--- src/design/dsrc_pkg.sv ---
// Package: constants and types for the start/restart/emergency control
package dsrc_pkg;
    // ------------------------------------------------------------
    // Start mode encodings
    // ------------------------------------------------------------
    localparam logic [2:0] START_EDGE = 3'h0;
    localparam logic [2:0] START_AUTO = 3'h1;
    localparam logic [2:0] START_RETRY_MAX = 3'h6;

    // ------------------------------------------------------------
    // Selection ranges
    // ------------------------------------------------------------
    localparam logic [4:0] FIRE_FUNC_LO = 5'h0f;
    localparam logic [4:0] FIRE_FUNC_HI = 5'h12;
    localparam logic [3:0] CTRL_KP_LO = 4'h1;
    localparam logic [3:0] CTRL_KP_HI = 4'h4;

    // ------------------------------------------------------------
    // Start speed encodings
    // ------------------------------------------------------------
    localparam logic [1:0] SPD_MIN = 2'h0;
    localparam logic [1:0] SPD_PREV = 2'h1;
    localparam logic [1:0] SPD_CUR = 2'h2;
    localparam logic [1:0] SPD_PRESET4 = 2'h3;

    // ------------------------------------------------------------
    // Timing
    // ------------------------------------------------------------
    localparam int CLK_PERIOD_PS = 5000;
    localparam int TICK_PERIOD_NS = 1000000;
    localparam int TICK_CYCLES = (TICK_PERIOD_NS * 1000) / CLK_PERIOD_PS;
    localparam int RETRY_GAP_S = 20;
    localparam int RETRY_GAP_TICKS = RETRY_GAP_S * (1000000000 / TICK_PERIOD_NS);

    // ------------------------------------------------------------
    // Reset values
    // ------------------------------------------------------------
    localparam logic [2:0] RETRY_COUNT_RST = 3'h0;

    typedef enum logic [1:0] {ST_RUN, ST_WAIT, ST_LOCK} dsrc_state_t;
endpackage

--- src/design/dsrc_tmr_if.sv ---
// Interface: link between control core and restart spacing timer
`timescale 1ns/100ps
interface dsrc_tmr_if;
    logic clear;
    logic done;
    modport ctrl (output clear, input done);
    modport tmr (input clear, output done);
endinterface

--- src/design/dsrc_retry_timer.sv ---
// Restart spacing timer on a fixed timebase tick
`timescale 1ns/100ps
module dsrc_retry_timer
    import dsrc_pkg::*;
#(
    parameter int TICK_CYC = TICK_CYCLES,
    parameter int GAP_TICKS = RETRY_GAP_TICKS
) (
    // Clock and reset
    input wire logic clk,
    input wire logic rst,
    // Control side
    dsrc_tmr_if.tmr tif
);
    typedef struct packed {
        logic [31:0] pre;
        logic [31:0] ticks;
        logic done;
    } dsrc_tmr_state_t;

    dsrc_tmr_state_t r;
    dsrc_tmr_state_t next_r;

    // ------------------------------------------------------------
    // Tick and interval counting
    // ------------------------------------------------------------
    always_comb begin
        next_r = r;
        if (tif.clear) begin
            next_r = '0;
        end else if (!r.done) begin
            if (r.pre == 32'(TICK_CYC - 1)) begin
                next_r.pre = '0;
                next_r.ticks = r.ticks + 32'h1;
                if (r.ticks == 32'(GAP_TICKS - 1)) begin
                    next_r.done = 1'b1;
                end
            end else begin
                next_r.pre = r.pre + 32'h1;
            end
        end
    end

    always_ff @(posedge clk) begin
        if (rst) begin
            r <= '0;
        end else begin
            r <= next_r;
        end
    end

    assign tif.done = r.done;
endmodule // dsrc_retry_timer

--- src/design/dsrc_ctrl.sv ---
// Top: run-command qualification, auto restart and emergency override
`timescale 1ns/100ps
// Contract
// - Edge mode: need open-then-close after reset
// - Level auto mode: start at once if closed
// - Retries 1-5, spaced 20 s apart
// - Count attempts; final failure locks until user reset
// - Counter cleared only by power-down
// - Emergency settings apply for functions 15-18
// - Polarity 0: override while input open
// - Polarity 1: override while input closed
// - Latch 0: override follows active input
// - Latch 1: pulse holds override until disabled
// - Keypad start mode only for sources 1-4
// - Modes 0,1,4,5: keypad keys, terminals linked
// - Modes 2,3,6,7: terminal start, keys ignored
// - Mode 0 starts at minimum speed
// - Mode 1 starts at previous speed
// - Modes 4-7: current or preset-4 speed
// - Override taken from third digital input
module dsrc_ctrl
    import dsrc_pkg::*;
#(
    parameter int TICK_CYC = TICK_CYCLES,
    parameter int GAP_TICKS = RETRY_GAP_TICKS
) (
    // Clock and reset
    input wire logic clk,
    input wire logic rst,
    // Configuration
    input wire logic [2:0] start_mode,
    input wire logic [4:0] input_func,
    input wire logic fire_polarity,
    input wire logic fire_latch,
    input wire logic [3:0] ctrl_src,
    input wire logic [2:0] kp_start_mode,
    // Pins
    input wire logic din1,
    input wire logic din3,
    input wire logic kp_start_key,
    input wire logic kp_stop_key,
    // Drive events
    input wire logic trip_in,
    input wire logic fault_reset,
    // Status and commands
    output logic run_cmd,
    output logic fire_mode,
    output logic fault_lock,
    output logic [2:0] retry_count,
    output logic [1:0] speed_sel,
    output logic terminal_start
);
    // ------------------------------------------------------------
    // Decoding helpers
    // ------------------------------------------------------------
    function automatic logic fire_func_sel(input logic [4:0] f);
        return (f >= FIRE_FUNC_LO) && (f <= FIRE_FUNC_HI);
    endfunction

    function automatic logic keypad_src(input logic [3:0] s);
        return (s >= CTRL_KP_LO) && (s <= CTRL_KP_HI);
    endfunction

    function automatic logic [2:0] retry_limit(input logic [2:0] m);
        if ((m > START_AUTO) && (m <= START_RETRY_MAX)) begin
            return m - START_AUTO;
        end
        return 3'h0;
    endfunction

    // ------------------------------------------------------------
    // State
    // ------------------------------------------------------------
    typedef struct packed {
        logic din1_m;
        logic din1;
        logic din3_m;
        logic din3;
        logic kstart_m;
        logic kstart;
        logic kstart_d;
        logic kstop_m;
        logic kstop;
        logic [1:0] settle;
        logic armed;
        logic kp_run;
        dsrc_state_t state;
        logic [2:0] retry_count;
        logic run_cmd;
        logic fire_mode;
        logic fault_lock;
        logic [1:0] speed_sel;
        logic terminal_start;
    } dsrc_ctrl_state_t;

    dsrc_ctrl_state_t r;
    dsrc_ctrl_state_t next_r;
    dsrc_tmr_if tif ();

    // ------------------------------------------------------------
    // Restart spacing timer
    // ------------------------------------------------------------
    assign tif.clear = (r.state != ST_WAIT);

    dsrc_retry_timer #(
        .TICK_CYC(TICK_CYC),
        .GAP_TICKS(GAP_TICKS)
    ) u_timer (
        .clk(clk),
        .rst(rst),
        .tif(tif)
    );

    // ------------------------------------------------------------
    // Next state
    // ------------------------------------------------------------
    always_comb begin
        logic use_term;
        logic want_run;
        logic fire_act;
        use_term = 1'b0;
        want_run = 1'b0;
        fire_act = 1'b0;
        next_r = r;

        // Input synchronisers
        next_r.din1_m = din1;
        next_r.din1 = r.din1_m;
        next_r.din3_m = din3;
        next_r.din3 = r.din3_m;
        next_r.kstart_m = kp_start_key;
        next_r.kstart = r.kstart_m;
        next_r.kstart_d = r.kstart;
        next_r.kstop_m = kp_stop_key;
        next_r.kstop = r.kstop_m;
        // Synchroniser fill after reset
        next_r.settle = {r.settle[0], 1'b1};

        // Start source selection
        use_term = !keypad_src(ctrl_src) || kp_start_mode[1];
        if (use_term) begin
            next_r.kp_run = 1'b0;
        end else if (r.kstop || !r.din1) begin
            next_r.kp_run = 1'b0;
        end else if (r.kstart && !r.kstart_d) begin
            next_r.kp_run = 1'b1;
        end

        // Start speed
        if (!keypad_src(ctrl_src)) begin
            next_r.speed_sel = SPD_CUR;
        end else begin
            case (kp_start_mode)
                3'h0, 3'h2: next_r.speed_sel = SPD_MIN;
                3'h1, 3'h3: next_r.speed_sel = SPD_PREV;
                3'h4, 3'h6: next_r.speed_sel = SPD_CUR;
                default: next_r.speed_sel = SPD_PRESET4;
            endcase
        end
        next_r.terminal_start = use_term;

        // Start arming after reset
        if ((start_mode != START_EDGE) || (r.settle[1] && !r.din1)) begin
            next_r.armed = 1'b1;
        end

        // Trip and restart sequencing
        case (r.state)
            ST_RUN: begin
                if (trip_in) begin
                    if (r.retry_count < retry_limit(start_mode)) begin
                        next_r.state = ST_WAIT;
                    end else begin
                        next_r.state = ST_LOCK;
                    end
                end
            end
            ST_WAIT: begin
                if (tif.done) begin
                    next_r.retry_count = r.retry_count + 3'h1;
                    next_r.state = ST_RUN;
                end
            end
            ST_LOCK: begin
                if (fault_reset) begin
                    next_r.state = ST_RUN;
                    next_r.armed = 1'b0;
                end
            end
            default: begin
                next_r.state = ST_LOCK;
            end
        endcase
        next_r.fault_lock = (next_r.state == ST_LOCK);

        // Run command
        want_run = use_term ? r.din1 : r.kp_run;
        next_r.run_cmd = (r.state == ST_RUN) && r.armed && want_run;

        // Emergency override
        fire_act = r.settle[1] && (fire_polarity ? r.din3 : !r.din3);
        if (!fire_func_sel(input_func)) begin
            next_r.fire_mode = 1'b0;
        end else if (fire_latch) begin
            next_r.fire_mode = r.fire_mode || fire_act;
        end else begin
            next_r.fire_mode = fire_act;
        end
    end

    // ------------------------------------------------------------
    // Registers
    // ------------------------------------------------------------
    always_ff @(posedge clk) begin
        if (rst) begin
            r <= '0;
            r.state <= ST_RUN;
            r.retry_count <= RETRY_COUNT_RST;
        end else begin
            r <= next_r;
        end
    end

    // ------------------------------------------------------------
    // Outputs
    // ------------------------------------------------------------
    assign run_cmd = r.run_cmd;
    assign fire_mode = r.fire_mode;
    assign fault_lock = r.fault_lock;
    assign retry_count = r.retry_count;
    assign speed_sel = r.speed_sel;
    assign terminal_start = r.terminal_start;
endmodule // dsrc_ctrl

--- config.mk ---
export PLATFORM = sky130hd
export DESIGN_NAME = dsrc_ctrl
export DESIGN_NICKNAME = d
export VERILOG_FILES = /design/src/design/dsrc_pkg.sv /design/src/design/dsrc_tmr_if.sv /design/src/design/dsrc_retry_timer.sv /design/src/design/dsrc_ctrl.sv
export SDC_FILE = /design/constraint.sdc
export NUM_CORES = 1
export LEC_CHECK = 0
export BUFFER_PORTS_ARGS = -buffer_cell sky130_fd_sc_hd__buf_4
export CORE_UTILIZATION = 65
export CTS_BUF_LIST = sky130_fd_sc_hd__clkbuf_8
export DETAILED_ROUTE_END_ITERATION = 8
export GPL_ROUTABILITY_DRIVEN = 0
export PLACE_DENSITY = 0.9
export RECOVER_POWER = 25
export SLEW_MARGIN = 20
export SYNTH_ARGS = -nofsm -noshare
export SYNTH_HDL_FRONTEND = slang
export SYNTH_HIERARCHICAL = 1
export SYNTH_SLANG_ARGS = --single-unit
--- constraint.sdc ---
create_clock -name clk -period 5.6 [get_ports clk]
set_input_delay 0.84 -clock clk [delete_from_list [all_inputs] [get_ports clk]]
set_output_delay 0.84 -clock clk [all_outputs]
set_load 0.1 [all_outputs]
==> impl_metrics.yaml, run 1 <==
clock_tree:
  cts_setup_buffers: 0
  cts-root-buf: "clkbuf_8"
  cts_tree: "built"
  htreeDepth: 3
  cts_hold_buf: 0
  cts_buffers: 9
  clock-sinks: 89
  worst_skew_pair.late_latency_ns: 0.36
  max-clock-path-buffers: 2
  clkTransAtPathRegs_ns: 0.08
  cts_resized: 0
global_routing:
  grt_pass1_vias: 3363
  grt_overflow_total: 0
  grt_usage_pct: 25.7
  grt_max_degree: 33
  antenna_found_initial: 0
  grt_first_pass_wirelength_microns: 14700
sta:
  fin_ws_ns: 2.62
  holdWs_ns: 0.440
  setup_tns_ns: 0
  rsz0062_at_grt: "false"
  post-route-min-period_ns: 2.98
  hold_viol_final: 0
  slew_headroom_pct: 22.1
  clock.fmax_mhz: 335
  setup_viol: 0
  finClkSkew_ns: 0.00996
  post-route-period-util_pct: 53.3
  worstMarginPinSlew_ns: 1.17
  final_max_slew_viol_count: 0
synthesis:
  syn-num-nets: 521
  yosysWarnings: 6
  ys_types: 51
  syn_area_per_cell_sq_um: 8.75
  ys_seq_area_share_pct: 41.8
  async_reset_ff_share_pct: 0
  synth-seq-cells: 89
  netlist_area_sq_mm: 0.00426
  synth_edf_count: 0
  ys.flop_type: "dfxtp_1"
  netlist_instances: 487
final_layout:
  area_growth_pct: 9.60
  fin_cells: 591
  final_layout_size_suffix_gt1_share_pct: 11.5
  nets: 544
  antennaDiodeCount: 0
  fin_area_sq_mm: 0.00467
  final_util_pct: 73.6
critical_path:
  critPathKind: "flip-flop to flip-flop"
  ff2ff_path_depth: 5
  cp_top_family: "simple AND/OR/NAND/NOR gates"
  path_max_fanout: 21
  cp_num_cells: 5
  crit_path_cell_trace: "nor4_1 > nand4_1 > or4_1 > or3_1 > a21oi_1"
  worst_path_max_delay_cell: "or4_1"
  cp_num_buf_inv: 0
  crit_arrival_ns: 3.26
  endpoint_kind: "flip-flop"
  cp.required_ns: 5.88
  slowest_delay_ns: 0.89
  ff2ff_setup_slack_ns: 2.62
  start_kind: "flip-flop"
pwr:
  p_leak_nw: 1.55
  finalPower_mw: 1.10
  peakVddDrop_mv: 0.200
  powerDensity_mw_per_mm2: 236
detailed_routing:
  routedWlPerCell_microns: 14.4
  drc: 0
  vias_per_cell: 6.13
  vias: 3625
  ant_nets: 0
  drt-pass1-iter-count: 5
  drt-initial-drc-count: 223
  wl_microns: 8500
min_path:
  holdPathStages: 1
  min_path_type: "flip-flop to flip-flop"
floorplanning:
  die_y_microns: 83.0
  die_x_microns: 83.0
  rows: 29
  dieArea_sq_mm: 0.00689
  start_util_pct: 67.1
  core_area_sq_mm: 0.00635
  num_io_pins: 34
place:
  dp.cells: 576
  place.port_buffers: 33
  dpl_cell_area_sq_mm: 0.00451
  pre_cts_ws_ns: 2.59
  hpwl_microns: 5940
job:
  max_cap_violations: 0
status:
  status: "finished, final reports clean"
## sequential cells by signal (all words and copies together) (netlist names)
| signal | cells |
|---|---|
| fault_lock | 1 |
| fire_mode | 1 |
| next_r | 6 |
| r | 9 |
| retry_count | 3 |
| run_cmd | 1 |
| speed_sel | 2 |
| terminal_start | 1 |
| u_timer/r | 64 |
| u_timer/tif.done | 1 |
## where the power goes
group	leakage, nW	internal (mW)	switching (mW)	total [mW]
Clock	0.0802	0.169	0.217	0.386
Combinational	0.748	0.0270	0.0458	0.0728
Sequential	0.721	0.641	0.00555	0.646
## synthesized netlist by cell type (4+ instances only)
cell type / number / area [sq um]
and4_1: 5 / 43.8
nand2_1: 25 / 93.8
or3_1: 13 / 81.3
dfxtp_1: 89 / 1780
inv_1: 13 / 48.8
nor3_1: 11 / 55.1
nor4_1: 25 / 156
mux2i_1: 4 / 40.0
nand3_1: 18 / 90.1
clkbuf_1: 12 / 45.0
xor2_1: 22 / 193
buf_4: 5 / 37.5
ha_1: 9 / 113
nor2_1: 68 / 255
nand4b_1: 5 / 43.8
xnor2_1: 26 / 228
a21oi_1: 16 / 80.1
and3_1: 10 / 62.6
nand2b_1: 6 / 37.5
o21ai_0: 19 / 95.1
nor2b_1: 14 / 87.6
nor4b_1: 4 / 35.0
nand4_1: 26 / 163
## cell type report
type / count / area, sq um
clock buffer: 10 / 138
clock inverter: 5 / 32.5
fill: 472 / 1680
inverter: 13 / 48.8
multi-input combinational: 364 / 2340
sequential: 89 / 1780
tap: 77 / 96.3
timing repair buffer: 33 / 233
## final timing paths
check / startpoint / end
setup reg to reg: u_timer/r[52] / u_timer/r[30]
hold reg to reg: next_r[14] / r[14]
hold / removal: next_r[14] / r[14]
setup / recovery: u_timer/r[52] / u_timer/r[30]
## cell families (layout without fill, tap and decap cells)
kind of cell | after synthesis | count (layout) | synth area share [%]
AND/OR/NAND/NOR | 252 | 252 | 34.2
flip-flops | 89 | 89 | 41.8
AO/OA/AOI/OAI | 51 | 51 | 7.07
XOR/XNOR | 48 | 48 | 9.86
buffers and inverters | 34 | 61 | 3.52
adder cells (fa/ha/maj) | 9 | 9 | 2.64
multiplexers | 4 | 4 | 0.939
## cells in the final DEF, fill, tap and decap left out, drive strengths merged, types with 4 or more instances in the layout
master	instances
xnor2	26
clkbuf	14
nand3	19
mux2i	4
nand2b	6
buf	29
nand4	27
nor2b	14
nand4b	5
ha	9
nor3	11
a21oi	16
nor4b	6
inv	13
and4	5
xor2	22
and3	10
nand2	25
nor2	68
or3	13
dfxtp	89
o21ai	21
nor4	28
## layer usage
| layer | vias up | wire (microns) | track usage, % |
|---|---|---|---|
| met3 | 19 | 510 | 5.57 |
| met4 | 0 | 132 | 10.0 |
| met2 | 124 | 4100 | 43.6 |
| li1 | 1788 | - | - |
| met1 | 1694 | 3760 | 31.8 |
| met5 | - | 0 | 0 |
Power figures use the tool's default switching activity.
==> inputs of run 2 (changes only) <==
- CORE_UTILIZATION: 65 -> 56
- PLACE_DENSITY: 0.9 -> 0.83
- clock period: 5.6 -> 2.52 ns (I/O delays scaled with it)
==> run 2 against run 1 <==
- total power rose by 140%
- clock power rose to 2.8 times the previous value
- count of clock-buffer cells in the layout unchanged
- sequential power up 120%
- global-route usage shrank 2.6 points
- maximum frequency is 25% higher
==> impl_metrics.yaml, run 2 (synthesis gave the netlist of run 1 again) <==
critical_path:
  crit_arrival_ns: 2.67
  path_max_fanout: 8
  start_kind: "flip-flop"
  endpoint_kind: "flip-flop"
  critPathKind: "flip-flop to flip-flop"
  cp.required_ns: 2.80
  ff2ff_path_depth: 5
global_routing:
  grt_pass1_vias: 3298
  grt_max_degree: 33
  grt_overflow_total: 0
  antenna_found_initial: 0
  grt_usage_pct: 23.1
  grt_first_pass_wirelength_microns: 14300
clock_tree:
  cts_hold_buf: 0
  cts_setup_buffers: 0
  max-clock-path-buffers: 2
  clock-sinks: 89
  cts-root-buf: "clkbuf_8"
  cts_resized: 0
  htreeDepth: 3
  cts_buffers: 9
  clkTransAtPathRegs_ns: 0.09
  cts_tree: "built"
  worst_skew_pair.late_latency_ns: 0.36
final_layout:
  final_cell_mix: "dfxtp_1, nor2_1, buf_4"
  top_register: "u_timer/r"
  antennaDiodeCount: 0
  fin_area_sq_mm: 0.00481
  largest_reg_flops: 64
  final_layout_size_suffix_gt1_share_pct: 12.6
  nets: 551
  mostFrequentLayoutCell: "dfxtp_1"
  area_growth_pct: 12.9
pwr:
  seqPwrFrac_pct: 53.2
  finalPower_mw: 2.70
  powerDensity_mw_per_mm2: 560
  p_leak_nw: 1.62
  p_int_mw: 2.08
  p_switching_mw: 0.617
  clkPwrFrac_pct: 40.5
  peakVddDrop_mv: 0.378
  switching_share_pct: 22.9
  power_frac_comb_pct: 6.3
detailed_routing:
  drt-initial-drc-count: 217
  ant_nets: 0
  vias_per_cell: 5.73
  drt-pass1-iter-count: 4
  vias: 3557
  drc: 0
  routedWlPerCell_microns: 13.9
  wl_microns: 8660
sta:
  setup_viol: 0
  final_max_slew_viol_count: 0
  clock.fmax_mhz: 419
  slew_headroom_pct: 21.3
  post-route-min-period_ns: 2.39
  rsz0062_at_grt: "false"
  worstMarginPinSlew_ns: 1.19
  hold_viol_final: 0
  post-route-period-util_pct: 94.8
  finClkSkew_ns: 0.0133
place:
  dpl_cell_area_sq_mm: 0.00460
  hpwl_microns: 6190
  place.port_buffers: 33
floorplanning:
  num_io_pins: 34
  start_util_pct: 58.5
  die_y_microns: 89.2
  dieArea_sq_mm: 0.00796
  rows: 31
  core_area_sq_mm: 0.00729
  die_x_microns: 89.2
min_path:
  min_path_type: "primary input to flip-flop"
  holdPathStages: 2
status:
  status: "finished, final reports clean"
job:
  max_cap_violations: 0
[run 2: worst paths after layout]
| path | startpoint | endpoint | slack (ns) |
|---|---|---|---|
| worst max register to register | u_timer/r[47] | u_timer/r[26] | 0.13 |
| worst min register to register | next_r[20] | r[20] | 0.44 |
| worst min-delay path | ctrl_src[3] | speed_sel[0] | 0.21 |
| worst max-delay path | u_timer/r[47] | u_timer/r[26] | 0.13 |
[run 2: per-layer routing]
layer,wire length [microns],track usage [%]
met3,402,6.74
met5,0,0
met1,4060,28.7
met4,94,7.50
met2,4110,38.6
[run 2: per-stage QoR]
stage	TNS, ns	hold WS [ns]	utilization [%]	worst slack, ns	std cells
2_1_floorplan	0	0.414	-	0.416	487
6_report	0	0.210	66.0	0.131	621
4_1_cts	0	0.188	66.2	0.174	621
5_1_grt	0	0.187	66.0	0.00575	621
3_3_place_gp	0	0.421	63.1	0.214	605
3_5_place_dp	-0.180	0.425	63.1	-0.0948	605
[run 2: critical path, cell delays in order (launching register included)]
cell and delay (ns):
dfxtp_1 0.37, nor4_1 0.32, nand4_1 0.38, or4_1 0.73, or3_1 0.38, a21oi_1 0.14
[run 2: power groups by stage]
stage,sequential [mW],combinational (mW),clock [mW]
detailed placement,1.47,0.171,0
CTS,1.44,0.171,1.12
finish,1.44,0.169,1.09
global route,1.44,0.185,1.18
floorplan,1.49,0.0889,0
global placement,1.47,0.165,0
[run 2: cell type report]
type | instances | area, sq um
multi-input cells | 364 | 2330
repair buffers | 40 | 298
flip-flops and latches | 89 | 1780
clock buffers | 10 | 138
inverters | 13 | 48.8
well taps | 99 | 124
clock inverters | 6 | 88.8
fillers | 606 | 2480
==> inputs of run 3 (changes only) <==
- RECOVER_POWER: 25 -> 100
==> run 3 against run 2 <==
- combinational power decreased by 4%
- wire length about the same
- setup slack improved by 0.032 ns
- critical path depth unchanged
- core utilization decreased by 0.60 points
- critical path type unchanged
==> impl_metrics.yaml, run 3 (synthesis gave the netlist of run 1 again) <==
status:
  status: "finished, final reports clean"
place:
  pre_cts_ws_ns: -0.0948
  place.port_buffers: 33
  hpwl_microns: 6190
floorplanning:
  core_area_sq_mm: 0.00729
  die_x_microns: 89.2
  start_util_pct: 58.5
  rows: 31
  num_io_pins: 34
  die_y_microns: 89.2
  dieArea_sq_mm: 0.00796
global_routing:
  grt_pass1_vias: 3298
  antenna_found_initial: 0
  grt_overflow_total: 0
  grt_first_pass_wirelength_microns: 14300
  grt_max_degree: 33
  grt_usage_pct: 23.1
clock_tree:
  cts_hold_buf: 0
  cts-root-buf: "clkbuf_8"
  worst_skew_pair.late_latency_ns: 0.37
  cts_tree: "built"
  cts_buffers: 9
  max-clock-path-buffers: 2
  clkTransAtPathRegs_ns: 0.09
  cts_setup_buffers: 0
  htreeDepth: 3
  cts_resized: 0
  clock-sinks: 89
pwr:
  p_leak_nw: 1.59
  peakVddDrop_mv: 0.376
  powerDensity_mw_per_mm2: 564
sta:
  post-route-min-period_ns: 2.36
  rsz0062_at_grt: "false"
  fin_ws_ns: 0.163
  setup_tns_ns: 0
  setup_viol: 0
  final_max_slew_viol_count: 0
  hold_viol_final: 0
  post-route-period-util_pct: 93.5
  worstMarginPinSlew_ns: 1.19
  finClkSkew_ns: 0.0144
  slew_headroom_pct: 21.3
  clock.fmax_mhz: 424
final_layout:
  top_register: "u_timer/r"
  final_cell_mix: "dfxtp_1, nor2_1, buf_4"
  final_layout_size_suffix_gt1_share_pct: 11.3
  mostFrequentLayoutCell: "dfxtp_1"
  area_growth_pct: 11.9
  antennaDiodeCount: 0
  largest_reg_flops: 64
  final.fill_count: 621
  nets: 551
critical_path:
  start_kind: "flip-flop"
  path_max_fanout: 8
  ff2ff_setup_slack_ns: 0.16
  ff2ff_path_depth: 5
  critPathKind: "flip-flop to flip-flop"
  endpoint_kind: "flip-flop"
  slowest_delay_ns: 0.72
  cp_num_buf_inv: 0
  worst_path_max_delay_cell: "or4_1"
  cp_num_cells: 5
  timing.rr.end: "u_timer/r[26]"
  cp.required_ns: 2.80
  reg2reg_from: "u_timer/r[47]"
  crit_arrival_ns: 2.64
  crit_path_cell_trace: "nor4_1 > nand4_1 > or4_1 > or3_1 > a21oi_1"
  cp_top_family: "simple AND/OR/NAND/NOR gates"
detailed_routing:
  wl_microns: 8660
  vias_per_cell: 5.74
  ant_nets: 0
  drt-initial-drc-count: 222
  drc: 0
  drt-pass1-iter-count: 4
  routedWlPerCell_microns: 13.9
  vias: 3562
min_path:
  min_to: "speed_sel[0]"
  holdPathStages: 2
  hold_start: "ctrl_src[3]"
  min_path_type: "primary input to flip-flop"
job:
  max_cap_violations: 0
## run 3: cell count changes in the layout (fill, tap and decap cells not counted)
cell / before / now
clkbuf_2: 0 / 2
or2_1: 1 / 0
buf_4: 35 / 27
or2_0: 0 / 1
buf_12: 1 / 0
clkbuf_1: 4 / 11
## run 3: worst max-delay path by stage
stage             startpoint             to
2_1_floorplan  u_timer/r[33]  u_timer/r[28]
3_3_place_gp   start_mode[1]     fault_lock
5_1_grt        u_timer/r[52]  u_timer/r[30]
3_5_place_dp   start_mode[1]          r[10]
4_1_cts        u_timer/r[47]  u_timer/r[26]
6_report       u_timer/r[47]  u_timer/r[26]
## run 3: power breakdown
group          total [mW]  internal (mW)  switching, mW
clock                1.09          0.589          0.504
combinational       0.162         0.0596          0.103
sequential           1.44           1.42         0.0114
total                2.69           2.07          0.618
## run 3: layout make-up
class	instances	area [sq um]	share of cell area [%]
multi-input cells	364	2330	49.0
flip-flops and latches	89	1780	37.4
repair buffers	40	254	5.33
clock buffers	10	138	2.89
well taps	99	124	2.60
clock inverters	6	88.8	1.86
inverters	13	48.8	1.02
## run 3: metrics by stage
step	instances	instance area, sq um	hold slack (ns)	utilization [%]	total power [mW]
final	621	4770	0.209	65.4	2.69
after global routing	621	4770	0.187	65.4	2.80
after CTS	621	4830	0.188	66.2	2.73
after detailed placement	605	4600	0.425	63.1	1.64
after global placement	605	4600	0.421	63.1	1.63
after floorplan	487	4260	0.414	-	1.58
## run 3: per-layer routing
metal	vias to the layer above	global-route usage (%)	wire [microns]
met5	-	0	0
met4	0	7.50	127
met3	14	6.74	437
met2	84	38.6	4060
met1	1658	28.7	4040
li1	1806	-	-
